$ cat config.mk
export PLATFORM = sky130hd
export DESIGN_NAME = adc_ctrl
export DESIGN_NICKNAME = d
export VERILOG_FILES = /design/src/adc_ctrl_pkg.sv /design/src/conv_seq.sv /design/src/adc_ctrl.sv
export VERILOG_INCLUDE_DIRS = /design/src
export SDC_FILE = /design/constraint.sdc
export NUM_CORES = 1
export LEC_CHECK = 0
export ABC_AREA = 1
export ABC_CLOCK_PERIOD_IN_PS = 3050
export BUFFER_PORTS_ARGS = -buffer_cell sky130_fd_sc_hd__buf_4
export CAP_MARGIN = 10
export CORE_MARGIN = 8
export CORE_UTILIZATION = 30
export CTS_CLUSTER_DIAMETER = 120
export DETAILED_ROUTE_END_ITERATION = 8
export GPL_TIMING_DRIVEN = 0
export SYNTH_ARGS = -nofsm -noshare
export SYNTH_HDL_FRONTEND = slang
export SYNTH_SLANG_ARGS = --single-unit
$ cat constraint.sdc
create_clock -name pclk -period 3.05 [get_ports pclk]
set_clock_uncertainty 0.1 [all_clocks]
set_input_delay 0.305 -clock pclk [delete_from_list [all_inputs] [get_ports pclk]]
set_output_delay 0.305 -clock pclk [all_outputs]
set_load 0.03 [all_outputs]
$ cat src/adc_ctrl_consts.svh
`ifndef ADC_CTRL_CONSTS_SVH
`define ADC_CTRL_CONSTS_SVH

// ==========================================================================
// Register offsets (byte addresses)
`define OFF_CTRL        8'h00
`define OFF_CHAN        8'h04
`define OFF_RESH        8'h08
`define OFF_RESL        8'h0c
`define OFF_WINLO       8'h10
`define OFF_WINHI       8'h14
`define OFF_STATUS      8'h18
`define OFF_MASK        8'h1c

// ==========================================================================
// Field positions
`define CTRL_EN         0
`define CTRL_TSEL_LO    1
`define CTRL_TSEL_HI    2
`define CTRL_SWSTART    3
`define CTRL_LJUST      4
`define CTRL_RES10      5
`define CHAN_SEL_LO     0
`define CHAN_SEL_HI     3
`define CHAN_DIFF_LO    4
`define CHAN_DIFF_HI    7
`define CHAN_GAIN_LO    8
`define CHAN_GAIN_HI    10
`define STAT_DONE       0
`define STAT_WIN        1
`define STAT_BUSY       2

// ==========================================================================
// Reset values and codes
`define CHAN_SEL_RST    4'h0
`define CHAN_DIFF_RST   4'h0
`define GAIN_RST        3'h1
`define WINLO_RST       16'hffff
`define WINHI_RST       16'h0000
`define CHAN_TEMP       4'h8
`define GAIN_MAX        3'h5

// ==========================================================================
// Timing
`define CLK_PERIOD_NS   4
`define TRACK_NS        1500
`define TRACK_CYC       ((`TRACK_NS + `CLK_PERIOD_NS - 1) / `CLK_PERIOD_NS)

`endif

$ cat src/adc_ctrl_pkg.sv
package adc_ctrl_pkg;

    // Gray coded along idle -> track -> convert -> done
    typedef enum logic [1:0] {
        SEQ_IDLE  = 2'b00,
        SEQ_TRACK = 2'b01,
        SEQ_CONV  = 2'b11,
        SEQ_DONE  = 2'b10
    } seq_state_t;

    typedef enum logic [1:0] {
        TRIG_SW     = 2'b00,
        TRIG_TIMER2 = 2'b01,
        TRIG_TIMER3 = 2'b10,
        TRIG_EXT    = 2'b11
    } trig_sel_t;

endpackage : adc_ctrl_pkg

$ cat src/conv_seq.sv
`include "adc_ctrl_consts.svh"

module conv_seq (
    // Clock and reset
    input  wire logic pclk,
    input  wire logic presetn,
    // Control
    input  wire logic enable,
    input  wire logic trig,
    // Converter handshake
    input  wire logic conv_done,
    output logic      start,
    output logic      busy,
    output logic      done
);
    import adc_ctrl_pkg::*;

    localparam logic [8:0] TRACK_LAST = 9'(`TRACK_CYC - 1);

    seq_state_t state_reg;
    seq_state_t state_next;
    logic [8:0] cnt_reg;
    logic [8:0] cnt_next;
    logic       start_reg;
    logic       start_next;

    // ======================================================================
    // Sequencer
    always_comb begin
        state_next = state_reg;
        cnt_next   = cnt_reg;
        start_next = start_reg;
        case (state_reg)
            SEQ_IDLE: begin
                // Triggers while busy never reach here R11
                if (enable && trig) begin
                    state_next = SEQ_TRACK;
                    cnt_next   = 9'h000;
                    start_next = 1'b1;
                end
            end
            SEQ_TRACK: begin
                if (cnt_reg == TRACK_LAST) begin
                    state_next = SEQ_CONV;
                    start_next = 1'b0;
                end else begin
                    cnt_next = cnt_reg + 9'h001;
                end
            end
            SEQ_CONV: begin
                if (conv_done) begin
                    state_next = SEQ_DONE;
                end
            end
            SEQ_DONE: begin
                // Back to idle at once so back-to-back triggers keep full rate R10
                state_next = SEQ_IDLE;
            end
            default: begin
                state_next = SEQ_IDLE;
                start_next = 1'b0;
            end
        endcase
        // Shutdown aborts any conversion in flight R9
        if (!enable) begin
            state_next = SEQ_IDLE;
            start_next = 1'b0;
        end
    end

    always_ff @(posedge pclk or negedge presetn) begin
        if (!presetn) begin
            state_reg <= SEQ_IDLE;
            cnt_reg   <= 9'h000;
            start_reg <= 1'b0;
        end else begin
            state_reg <= state_next;
            cnt_reg   <= cnt_next;
            start_reg <= start_next;
        end
    end

    assign start = start_reg;
    assign busy  = (state_reg != SEQ_IDLE);
    assign done  = (state_reg == SEQ_CONV) && conv_done && enable;

endmodule : conv_seq

$ cat src/adc_ctrl.sv
// Overview of operation
// Conversion starts from software, timer 2 overflow, timer 3 overflow or external pin.
// End of conversion sets a pollable done flag and raises an interrupt.
// Each finished result, 12 or 10 bits, is latched into two byte registers.
// Software chooses right or left justification of the latched result.
// Window flag and interrupt only when the result lies within the bounds.
// Nine-way channel selector; code eight is the temperature sensor.
// Each external input pair is two single-ended or one differential channel.
// Amplifier gain selectable as 0.5, 1, 2, 4, 8 or 16.
// Software can shut the converter down, stopping all conversions.
// Sequencer sustains back-to-back conversions up to 100 ksps.
// Triggers during a conversion, or from unselected sources, are ignored.
`include "adc_ctrl_consts.svh"

module adc_ctrl (
    // Clock and reset
    input  wire logic        pclk,
    input  wire logic        presetn,
    // APB slave
    input  wire logic [7:0]  paddr,
    input  wire logic        psel,
    input  wire logic        penable,
    input  wire logic        pwrite,
    input  wire logic [31:0] pwdata,
    output logic      [31:0] prdata,
    output logic             pready,
    output logic             pslverr,
    // Start sources
    input  wire logic        timer2_ovf,
    input  wire logic        timer3_ovf,
    input  wire logic        ext_start,
    // Analog converter
    input  wire logic [11:0] adc_data,
    input  wire logic        adc_done,
    output logic             adc_start,
    output logic      [3:0]  adc_chan,
    output logic             adc_diff,
    output logic      [2:0]  adc_gain,
    output logic             adc_pwr_dn,
    // Interrupt
    output logic             irq
);
    import adc_ctrl_pkg::*;

    // ======================================================================
    // Functions
    function automatic logic [15:0] justify(input logic [11:0] raw,
                                            input logic        res10,
                                            input logic        left);
        logic [15:0] word;
        if (res10) begin
            word = left ? {raw[9:0], 6'h00} : {6'h00, raw[9:0]};
        end else begin
            word = left ? {raw, 4'h0} : {4'h0, raw};
        end
        return word;
    endfunction : justify

    // ======================================================================
    // Declarations
    logic        en_reg,     en_next;
    trig_sel_t   tsel_reg,   tsel_next;
    logic        ljust_reg,  ljust_next;
    logic        res10_reg,  res10_next;
    logic        sw_go_reg,  sw_go_next;
    logic [3:0]  sel_reg,    sel_next;
    logic [3:0]  diff_reg,   diff_next;
    logic [2:0]  gain_reg,   gain_next;
    logic [7:0]  resh_reg,   resh_next;
    logic [7:0]  resl_reg,   resl_next;
    logic [15:0] winlo_reg,  winlo_next;
    logic [15:0] winhi_reg,  winhi_next;
    logic [1:0]  stat_reg,   stat_next;
    logic [1:0]  mask_reg,   mask_next;
    logic        irq_reg,    irq_next;
    logic        ext_prev_reg, ext_prev_next;
    logic [31:0] prdata_reg, prdata_next;
    logic        pready_reg, pready_next;
    logic        pslverr_reg, pslverr_next;
    logic [3:0]  chan_reg,   chan_next;
    logic        cdiff_reg,  cdiff_next;
    logic [2:0]  cgain_reg,  cgain_next;
    logic        pdn_reg,    pdn_next;

    logic        setup;
    logic        wr_acc;
    logic        mapped;
    logic [31:0] rd_mux;
    logic        trig;
    logic        busy;
    logic        conv_fin;
    logic [15:0] result;
    logic        in_win;

    assign setup  = psel && !penable;
    assign wr_acc = psel && penable && pready_reg && pwrite;

    // ======================================================================
    // Trigger selection
    always_comb begin
        ext_prev_next = ext_start;
        case (tsel_reg)
            TRIG_SW:     trig = sw_go_reg;
            TRIG_TIMER2: trig = timer2_ovf;
            TRIG_TIMER3: trig = timer3_ovf;
            TRIG_EXT:    trig = ext_start && !ext_prev_reg;
            default:     trig = 1'b0;
        endcase
        // Only the selected source counts, and only when idle R1 R11
        trig = trig && en_reg && !busy;
    end

    conv_seq conv_seq_inst (
        .pclk      (pclk),
        .presetn   (presetn),
        .enable    (en_reg),
        .trig      (trig),
        .conv_done (adc_done),
        .start     (adc_start),
        .busy      (busy),
        .done      (conv_fin)
    );

    // ======================================================================
    // Result and window
    always_comb begin
        result = justify(adc_data, res10_reg, ljust_reg);
        in_win = (result >= winlo_reg) && (result <= winhi_reg);
    end

    // ======================================================================
    // Read decode
    always_comb begin
        mapped = 1'b1;
        rd_mux = 32'h0000_0000;
        case (paddr)
            `OFF_CTRL: begin
                rd_mux[`CTRL_EN]                       = en_reg;
                rd_mux[`CTRL_TSEL_HI:`CTRL_TSEL_LO]    = tsel_reg;
                rd_mux[`CTRL_LJUST]                    = ljust_reg;
                rd_mux[`CTRL_RES10]                    = res10_reg;
            end
            `OFF_CHAN: begin
                rd_mux[`CHAN_SEL_HI:`CHAN_SEL_LO]      = sel_reg;
                rd_mux[`CHAN_DIFF_HI:`CHAN_DIFF_LO]    = diff_reg;
                rd_mux[`CHAN_GAIN_HI:`CHAN_GAIN_LO]    = gain_reg;
            end
            `OFF_RESH:   rd_mux[7:0]  = resh_reg;
            `OFF_RESL:   rd_mux[7:0]  = resl_reg;
            `OFF_WINLO:  rd_mux[15:0] = winlo_reg;
            `OFF_WINHI:  rd_mux[15:0] = winhi_reg;
            `OFF_STATUS: begin
                rd_mux[`STAT_WIN:`STAT_DONE] = stat_reg;
                rd_mux[`STAT_BUSY]           = busy;
            end
            `OFF_MASK:   rd_mux[1:0]  = mask_reg;
            default:     mapped       = 1'b0;
        endcase
    end

    // ======================================================================
    // Bus answer: zero wait states, data set up during the setup cycle
    always_comb begin
        pready_next  = setup;
        pslverr_next = setup && !mapped;
        prdata_next  = setup ? rd_mux : prdata_reg;
    end

    // ======================================================================
    // Configuration registers
    always_comb begin
        en_next    = en_reg;
        tsel_next  = tsel_reg;
        ljust_next = ljust_reg;
        res10_next = res10_reg;
        sw_go_next = 1'b0;
        sel_next   = sel_reg;
        diff_next  = diff_reg;
        gain_next  = gain_reg;
        winlo_next = winlo_reg;
        winhi_next = winhi_reg;
        mask_next  = mask_reg;
        if (wr_acc) begin
            case (paddr)
                `OFF_CTRL: begin
                    en_next    = pwdata[`CTRL_EN];
                    tsel_next  = trig_sel_t'(pwdata[`CTRL_TSEL_HI:`CTRL_TSEL_LO]);
                    ljust_next = pwdata[`CTRL_LJUST];
                    res10_next = pwdata[`CTRL_RES10];
                    sw_go_next = pwdata[`CTRL_SWSTART];
                end
                `OFF_CHAN: begin
                    // Codes past the sensor fold onto it R6
                    sel_next = (pwdata[`CHAN_SEL_HI:`CHAN_SEL_LO] > `CHAN_TEMP) ?
                               `CHAN_TEMP : pwdata[`CHAN_SEL_HI:`CHAN_SEL_LO];
                    diff_next = pwdata[`CHAN_DIFF_HI:`CHAN_DIFF_LO];
                    // Unused gain codes clamp to the highest gain R8
                    gain_next = (pwdata[`CHAN_GAIN_HI:`CHAN_GAIN_LO] > `GAIN_MAX) ?
                                `GAIN_MAX : pwdata[`CHAN_GAIN_HI:`CHAN_GAIN_LO];
                end
                `OFF_WINLO: winlo_next = pwdata[15:0];
                `OFF_WINHI: winhi_next = pwdata[15:0];
                `OFF_MASK:  mask_next  = pwdata[1:0];
                default: ;
            endcase
        end
    end

    // ======================================================================
    // Results, status and interrupt
    always_comb begin
        resh_next = resh_reg;
        resl_next = resl_reg;
        stat_next = stat_reg;
        // Write one to clear; a same-cycle event still sets
        if (wr_acc && paddr == `OFF_STATUS) begin
            stat_next = stat_reg & ~pwdata[`STAT_WIN:`STAT_DONE];
        end
        if (conv_fin) begin
            resh_next = result[15:8];
            resl_next = result[7:0];
            stat_next[`STAT_DONE] = 1'b1;
            if (in_win) begin
                stat_next[`STAT_WIN] = 1'b1;
            end
        end
        irq_next = |(stat_next & mask_next);
    end

    // ======================================================================
    // Analog control outputs
    always_comb begin
        pdn_next   = !en_next;
        cgain_next = gain_next;
        cdiff_next = 1'b0;
        chan_next  = sel_next;
        // Differential pair uses the even input as plus side R7
        if (sel_next != `CHAN_TEMP && diff_next[sel_next[2:1]]) begin
            cdiff_next = 1'b1;
            chan_next  = {sel_next[3:1], 1'b0};
        end
    end

    // ======================================================================
    // State registers
    always_ff @(posedge pclk or negedge presetn) begin
        if (!presetn) begin
            en_reg       <= 1'b0;
            tsel_reg     <= TRIG_SW;
            ljust_reg    <= 1'b0;
            res10_reg    <= 1'b0;
            sw_go_reg    <= 1'b0;
            sel_reg      <= `CHAN_SEL_RST;
            diff_reg     <= `CHAN_DIFF_RST;
            gain_reg     <= `GAIN_RST;
            resh_reg     <= 8'h00;
            resl_reg     <= 8'h00;
            winlo_reg    <= `WINLO_RST;
            winhi_reg    <= `WINHI_RST;
            stat_reg     <= 2'h0;
            mask_reg     <= 2'h0;
            irq_reg      <= 1'b0;
            ext_prev_reg <= 1'b0;
            prdata_reg   <= 32'h0000_0000;
            pready_reg   <= 1'b0;
            pslverr_reg  <= 1'b0;
            chan_reg     <= `CHAN_SEL_RST;
            cdiff_reg    <= 1'b0;
            cgain_reg    <= `GAIN_RST;
            pdn_reg      <= 1'b1;
        end else begin
            en_reg       <= en_next;
            tsel_reg     <= tsel_next;
            ljust_reg    <= ljust_next;
            res10_reg    <= res10_next;
            sw_go_reg    <= sw_go_next;
            sel_reg      <= sel_next;
            diff_reg     <= diff_next;
            gain_reg     <= gain_next;
            resh_reg     <= resh_next;
            resl_reg     <= resl_next;
            winlo_reg    <= winlo_next;
            winhi_reg    <= winhi_next;
            stat_reg     <= stat_next;
            mask_reg     <= mask_next;
            irq_reg      <= irq_next;
            ext_prev_reg <= ext_prev_next;
            prdata_reg   <= prdata_next;
            pready_reg   <= pready_next;
            pslverr_reg  <= pslverr_next;
            chan_reg     <= chan_next;
            cdiff_reg    <= cdiff_next;
            cgain_reg    <= cgain_next;
            pdn_reg      <= pdn_next;
        end
    end

    // ======================================================================
    // Outputs
    assign prdata     = prdata_reg;
    assign pready     = pready_reg;
    assign pslverr    = pslverr_reg;
    assign adc_chan   = chan_reg;
    assign adc_diff   = cdiff_reg;
    assign adc_gain   = cgain_reg;
    assign adc_pwr_dn = pdn_reg;
    assign irq        = irq_reg;

endmodule : adc_ctrl

# Yosys cells after proc, flatten, opt, wreduce, memory -nomap -nowiden

Index checks and enable logic that the tools add are counted.

Add/subtract/negate cells: 1
$lt $le $gt $ge: 5
Equal/unequal tests: 21
Mux-type cells: 43
Bitwise logic cells: 3
Reductions and logical operators: 33

Operator list:

| operator              | number |
|---|---|
| $mux W16              | 3 |
| $eq A8 B5 Y1 const B  | 4 |
| $mux W4               | 5 |
| $mux W9               | 2 |
| $pmux W9 S2           | 1 |
| $eq A8 B4 Y1 const B  | 2 |
| $ge A16 B16 Y1        | 1 |
| $le A16 B16 Y1        | 1 |
| $mux W2               | 8 |
| $pmux W2 S8           | 1 |
| $logic_and A1 B1 Y1   | 14 |
| $mux W1               | 12 |
| $pmux W2 S6           | 1 |
| $pmux W2 S5           | 1 |
| $pmux W5 S2           | 1 |
| $add A9 B1 Y9 const B | 1 |
| $eq A9 B9 Y1 const B  | 1 |
| $pmux W3 S3           | 1 |
| $reduce_and A3 Y1     | 3 |
| $eq A2 B2 Y1 const B  | 4 |
| $eq A8 B3 Y1 const B  | 1 |
| $logic_not A8 Y1      | 1 |
| $pmux W2 S4           | 1 |
| $reduce_and A2 Y1     | 4 |
| 23 further kinds      | 32 |

Bits in registers: 107
Input bits: 61
Output and inout port bits: 45

# Depth between registers and ports, before layout

Depth after elaboration: 9
Gate-level depth with buffers: 18
Gate-level depth less buffers: 16

# Cells and area by module

Synthesis repeated with hierarchy kept, for this count alone.

Cell total of the unflattened synthesis: 781
Area total of the unflattened synthesis: 6072.1 µm²

Modules (own cells, without submodules):

| module   | instances | cells each | area an instance (µm²) |
|---|---|---|---|
| adc_ctrl | 1         | 674        | 5316.3 |
| conv_seq | 1         | 107        | 755.7 |

# Worst setup path after synthesis

OpenSTA, ideal clock, no wires.

Path kind: register to register
Start: register res10_reg
End: register irq_reg, in the netlist irq
Library setup time: 117 ps
Data arrival time: 1962 ps
Data required time: 2833 ps
Path slack: 872 ps
Stages on the path, launching flop included: 19
Period minus slack after synthesis: 2178 ps
Cell sequence: dfrtp_1 > buf_2 > inv_1 > clkbuf_1 > nand3_1 > o211ai_1 > ha_1 > nand2_1 > inv_1 > nand2_1 > nand2_1 > nor2_1 > nand2_1 > nand2_1 > a21oi_1 > nand2_1 > nand2_1 > nand2_1 > nand2_1

Longest elaborated chain between the ends: 7

RTL lines:

| item                                             | line            | source |
|---|---|---|
| start, declared                                  | adc_ctrl.sv:64  | `logic res10_reg, res10_next;` |
| start signal, assigned                           | adc_ctrl.sv:275 | `res10_reg <= res10_next;` |
| $mux W16 *                                       | adc_ctrl.sv:51  | `if (res10) begin` |
| net result[7]                                    | adc_ctrl.sv:92  | `logic [15:0] result;` |
| $ge A16 B16 Y1 or $le A16 B16 Y1 (tied branches) | adc_ctrl.sv:128 | `in_win = (result >= winlo_reg) && (result <= winhi_reg);` |
| $logic_and A1 B1 Y1 *                            | adc_ctrl.sv:128 |  |
| $mux W1 *                                        | adc_ctrl.sv:223 | `if (in_win) begin` |
| $mux W2 *                                        | adc_ctrl.sv:219 | `if (conv_fin) begin` |
| net stat_next[1]                                 | adc_ctrl.sv:73  | `logic [1:0] stat_reg, stat_next;` |
| $and A2 B2 Y2 *                                  | adc_ctrl.sv:227 | `irq_next = \|(stat_next & mask_next);` |
| $reduce_or A2 Y1 *                               | adc_ctrl.sv:227 |  |
| net irq_next                                     | adc_ctrl.sv:75  | `logic irq_reg, irq_next;` |
| end signal, assigned                             | adc_ctrl.sv:286 | `irq_reg <= irq_next;` |
| end, declared                                    | adc_ctrl.sv:75  |  |

Mark *: on every way through the listed nets, which the timed path passes. The rest lies on a longest branch.
A chain may end at the register's enable or synchronous reset.

# Worst setup path after layout

Start: register ljust_reg
End: register irq_reg, in the netlist irq

Longest elaborated chain between the ends: 8

RTL lines:

| item                                             | line                           | source |
|---|---|---|
| start, declared                                  | adc_ctrl.sv:63                 | `logic ljust_reg, ljust_next;` |
| start signal, assigned                           | adc_ctrl.sv:274                | `ljust_reg <= ljust_next;` |
| $mux W16, on equally long branches               | adc_ctrl.sv:54, adc_ctrl.sv:52 |  |
| $mux W16 *                                       | adc_ctrl.sv:51                 |  |
| net result[10]                                   | adc_ctrl.sv:92                 |  |
| $ge A16 B16 Y1 or $le A16 B16 Y1 (tied branches) | adc_ctrl.sv:128                |  |
| $logic_and A1 B1 Y1 *                            | adc_ctrl.sv:128                |  |
| $mux W1 *                                        | adc_ctrl.sv:223                |  |
| $mux W2 *                                        | adc_ctrl.sv:219                |  |
| net stat_next[1]                                 | adc_ctrl.sv:73                 |  |
| $and A2 B2 Y2 *                                  | adc_ctrl.sv:227                |  |
| $reduce_or A2 Y1 *                               | adc_ctrl.sv:227                |  |
| net irq_next                                     | adc_ctrl.sv:75                 |  |

Marked as above.

==> impl_results.md <==
* Status: completed
* Max-cap violations at 0
* Hold Fails Final Rpt at 0
* Synth top area cells: dfrtp_1 (36%), nand2_1 (13%), dfstp_2 (8.0%), inv_1 (7.7%), ha_1 (7.2%)
* Sequential fraction of the synthesis area at 0.4428
* Final core utilization at 0.3739
* Hold Crit Class: input pin to register
* RSZ-0062 raised after global routing: false
* Initial DRT Pass Iterations at 4
* CP arrival at 2.88 ns
* Clk_lat worst skew at 0.35 ns
* Critical path peak fanout at 10
* Grt ovf at 0
* Post-CTS setup buffers at 0
* Crit path largest cell delay at 0.61 ns
* Number of global-route vias before repair at approximately 5,100
* Diodes inserted at 0
* CTS sink count at 104
* # port buffers at 73
* Max clock buf depth at 2
* Leakage Power at 3.636 nW
* Netlist cell types at 38
* Aggregate routed wire length at 16.40 mm
* H-tree Lvls at 3
* Slew Limit Headroom at 0.5037
* Yosys warning count at 0
* Worst path slowest cell: o21ai_0
* Final non-filler cell total at 1,139
* Share of the synthesized area in the top cell type at 0.3630
* CTS buffer count at 9
* IO Pins at 106
* CTS tree: built
* Cell Chain, Critical Path: clkbuf_1 > nand2_1 > o21ai_0 > ha_1 > nand2_1 > inv_1 > nand2_1 > a21oi_1 > nor2_1 > a21oi_1 > nand2_1 > nand2_1 > nand2_1 > nand2_1
* Placer Congestion at 0.8717
* Vias/cell at approximately 4.5
* Final setup viols at 0
* Routing usage on met3 at 0.02868
* # placed instances at 1,121
* Post-DRT Antenna Nets at 0
* Die Width at 156.6 µm
* VDD IR max at 0.3910 mV
* Most frequent cells in the layout: nand2_1 (203), inv_1 (121), buf_4 (92)
* Number of DRC markers in iteration 0 at 242
* Crit start category: register
* Nets at 964
* Syn-to-layout area delta at 22.35%
* Cell taking the most area after synthesis: dfrtp_1
* Synth Instances at 767
* PwrDens at approximately 500 nW/µm²
* Initial cell density of the core at 0.3056
* Gr usage total at 0.1369
* Largest net degree at the start of global routing at 57
* Max Slew Vio Count at 0
* Die area at 24,510 µm²
* Most common cell after layout, fill and taps aside: nand2_1
* Crit path kind: register to register
* Die H at 156.6 µm
* Global-route wire length before repair at 26.21 mm
* Fin crit period at between 2 and 3 ns
* DP HPWL at 12.99 mm
* DRC at 0
* Period utilisation layout at 0.8986
* Met2 GRT Util at 0.2285
* Initial antenna violation count at 0
* Reg clk slew, reported paths at 0.07 ns
* Critical Path RT at around 3.2 ns
* Tot Pwr at between 3 and 4 mW
* Yosys reg bits at 104
* Worst Max-Slew Pin Slew at 0.7367 ns
* Fmax at 364.9 MHz
* Synthesized area per cell at 7.729 µm²
* Critical path buffer and inverter count at 2
* Root buffer cell: clkbuf_16
* Top Usage Layer GRT: met2
* Met1 Resource Use GR at 0.1753
* Setup TNS at 0 ns
* CP dominant cell by count: nand2_1
* Netlist Area Pre-Place at 5928 µm²
* Row cnt at 51
* Vias at between 5,000 and 6,000
* Crit-path leading delay family: compound AO/OA/AOI/OAI gates
* Worst Setup End Kind: register
* Routed WL per cell at between 10 and 15 µm
* Ratio of cells with drive above 1 in the final layout at 0.1831
* CORE AREA at about 19,000 µm²
[layout make-up]
class	instances	area, µm²
multi-input cells	510	2628
fillers	2084	12150
repair buffers	76	595.6
well taps	265	331.6
clock inverters	6	112.6
clock buffers	10	229.0
inverters	128	480.5
plain buffers	40	251.5
flip-flops and latches	104	2625
[metrics by stage]
step	hold slack [ns]	setup WS, ns	area [µm²]
finish	0.08207	0.3092	7253
global route	0.09000	0.1437	7253
CTS	0.07986	0.2869	7253
detailed placement	0.2804	0.3065	6892
global placement	0.3264	0.3481	6864
floorplan	-0.09059	0.8716	5984
[timing repair]
action	4_1_cts	5_1_grt
hold endpoints to repair	37	0
resized for setup	0	0
endpoints found under the setup margin	0	0
hold buffers	2	0
[cells in the mapped netlist, drive strengths merged]
| master | count |
|---|---|
| a21boi | 1 |
| a21oi | 33 |
| a311oi | 1 |
| a31oi | 2 |
| and2 | 1 |
| buf | 28 |
| clkbuf | 12 |
| clkinv | 1 |
| conb | 1 |
| dfrtp | 86 |
| dfstp | 18 |
| ha | 34 |
| inv | 127 |
| nand2 | 209 |
| nand3 | 27 |
| nand4 | 6 |
| nor2 | 50 |
| nor3 | 9 |
| o211ai | 2 |
| o21a | 1 |
| o21ai | 90 |
| o21bai | 1 |
| o221ai | 3 |
| o22ai | 18 |
| o2bb2ai | 4 |
| o31ai | 1 |
| xor2 | 1 |
[report_power, final]
part	switching (mW)	internal [mW]	leakage, nW
clock network	0.534	0.808	0.167
logic	0.434	0.244	2.18
registers	0.0845	1.54	1.29
[final timing paths]
check / cells past startpoint / slack [ns] / start / to
max: 14 / 0.31 / ljust_reg / irq
max reg2reg: 14 / 0.31 / ljust_reg / irq
min: 3 / 0.08 / pwdata[9] / adc_gain[1]
min reg2reg: 2 / 0.38 / prdata[9] / prdata[9]
max in group asynchronous: 3 / 1.66 / presetn / adc_pwr_dn
min in group asynchronous: 2 / 0.42 / presetn / winhi_reg[9]
[cells by family (layout without fill, tap and decap cells)]
kind of cell	Yosys count	count (layout)	share of synthesized area
AND/OR/NAND/NOR	302	302	0.2149
flip-flops	104	104	0.4428
XOR/XNOR	1	1	0.001478
buffers and inverters	168	260	0.1235
other	1	16	0.0006326
adder cells (fa/ha/maj)	34	34	0.07176
AO/OA/AOI/OAI	157	157	0.1450
[worst min-delay path: stages]
cell     delay (ns)
buf_4          0.09
nand2_1        0.04
o21ai_0        0.05
[per-layer routing]
layer,up-vias,wire length [µm]
met5,-,0
met4,0,223
met2,94,7822
met3,13,664
met1,2414,7693
li1,2615,-
(Power assumes the default switching activity.)
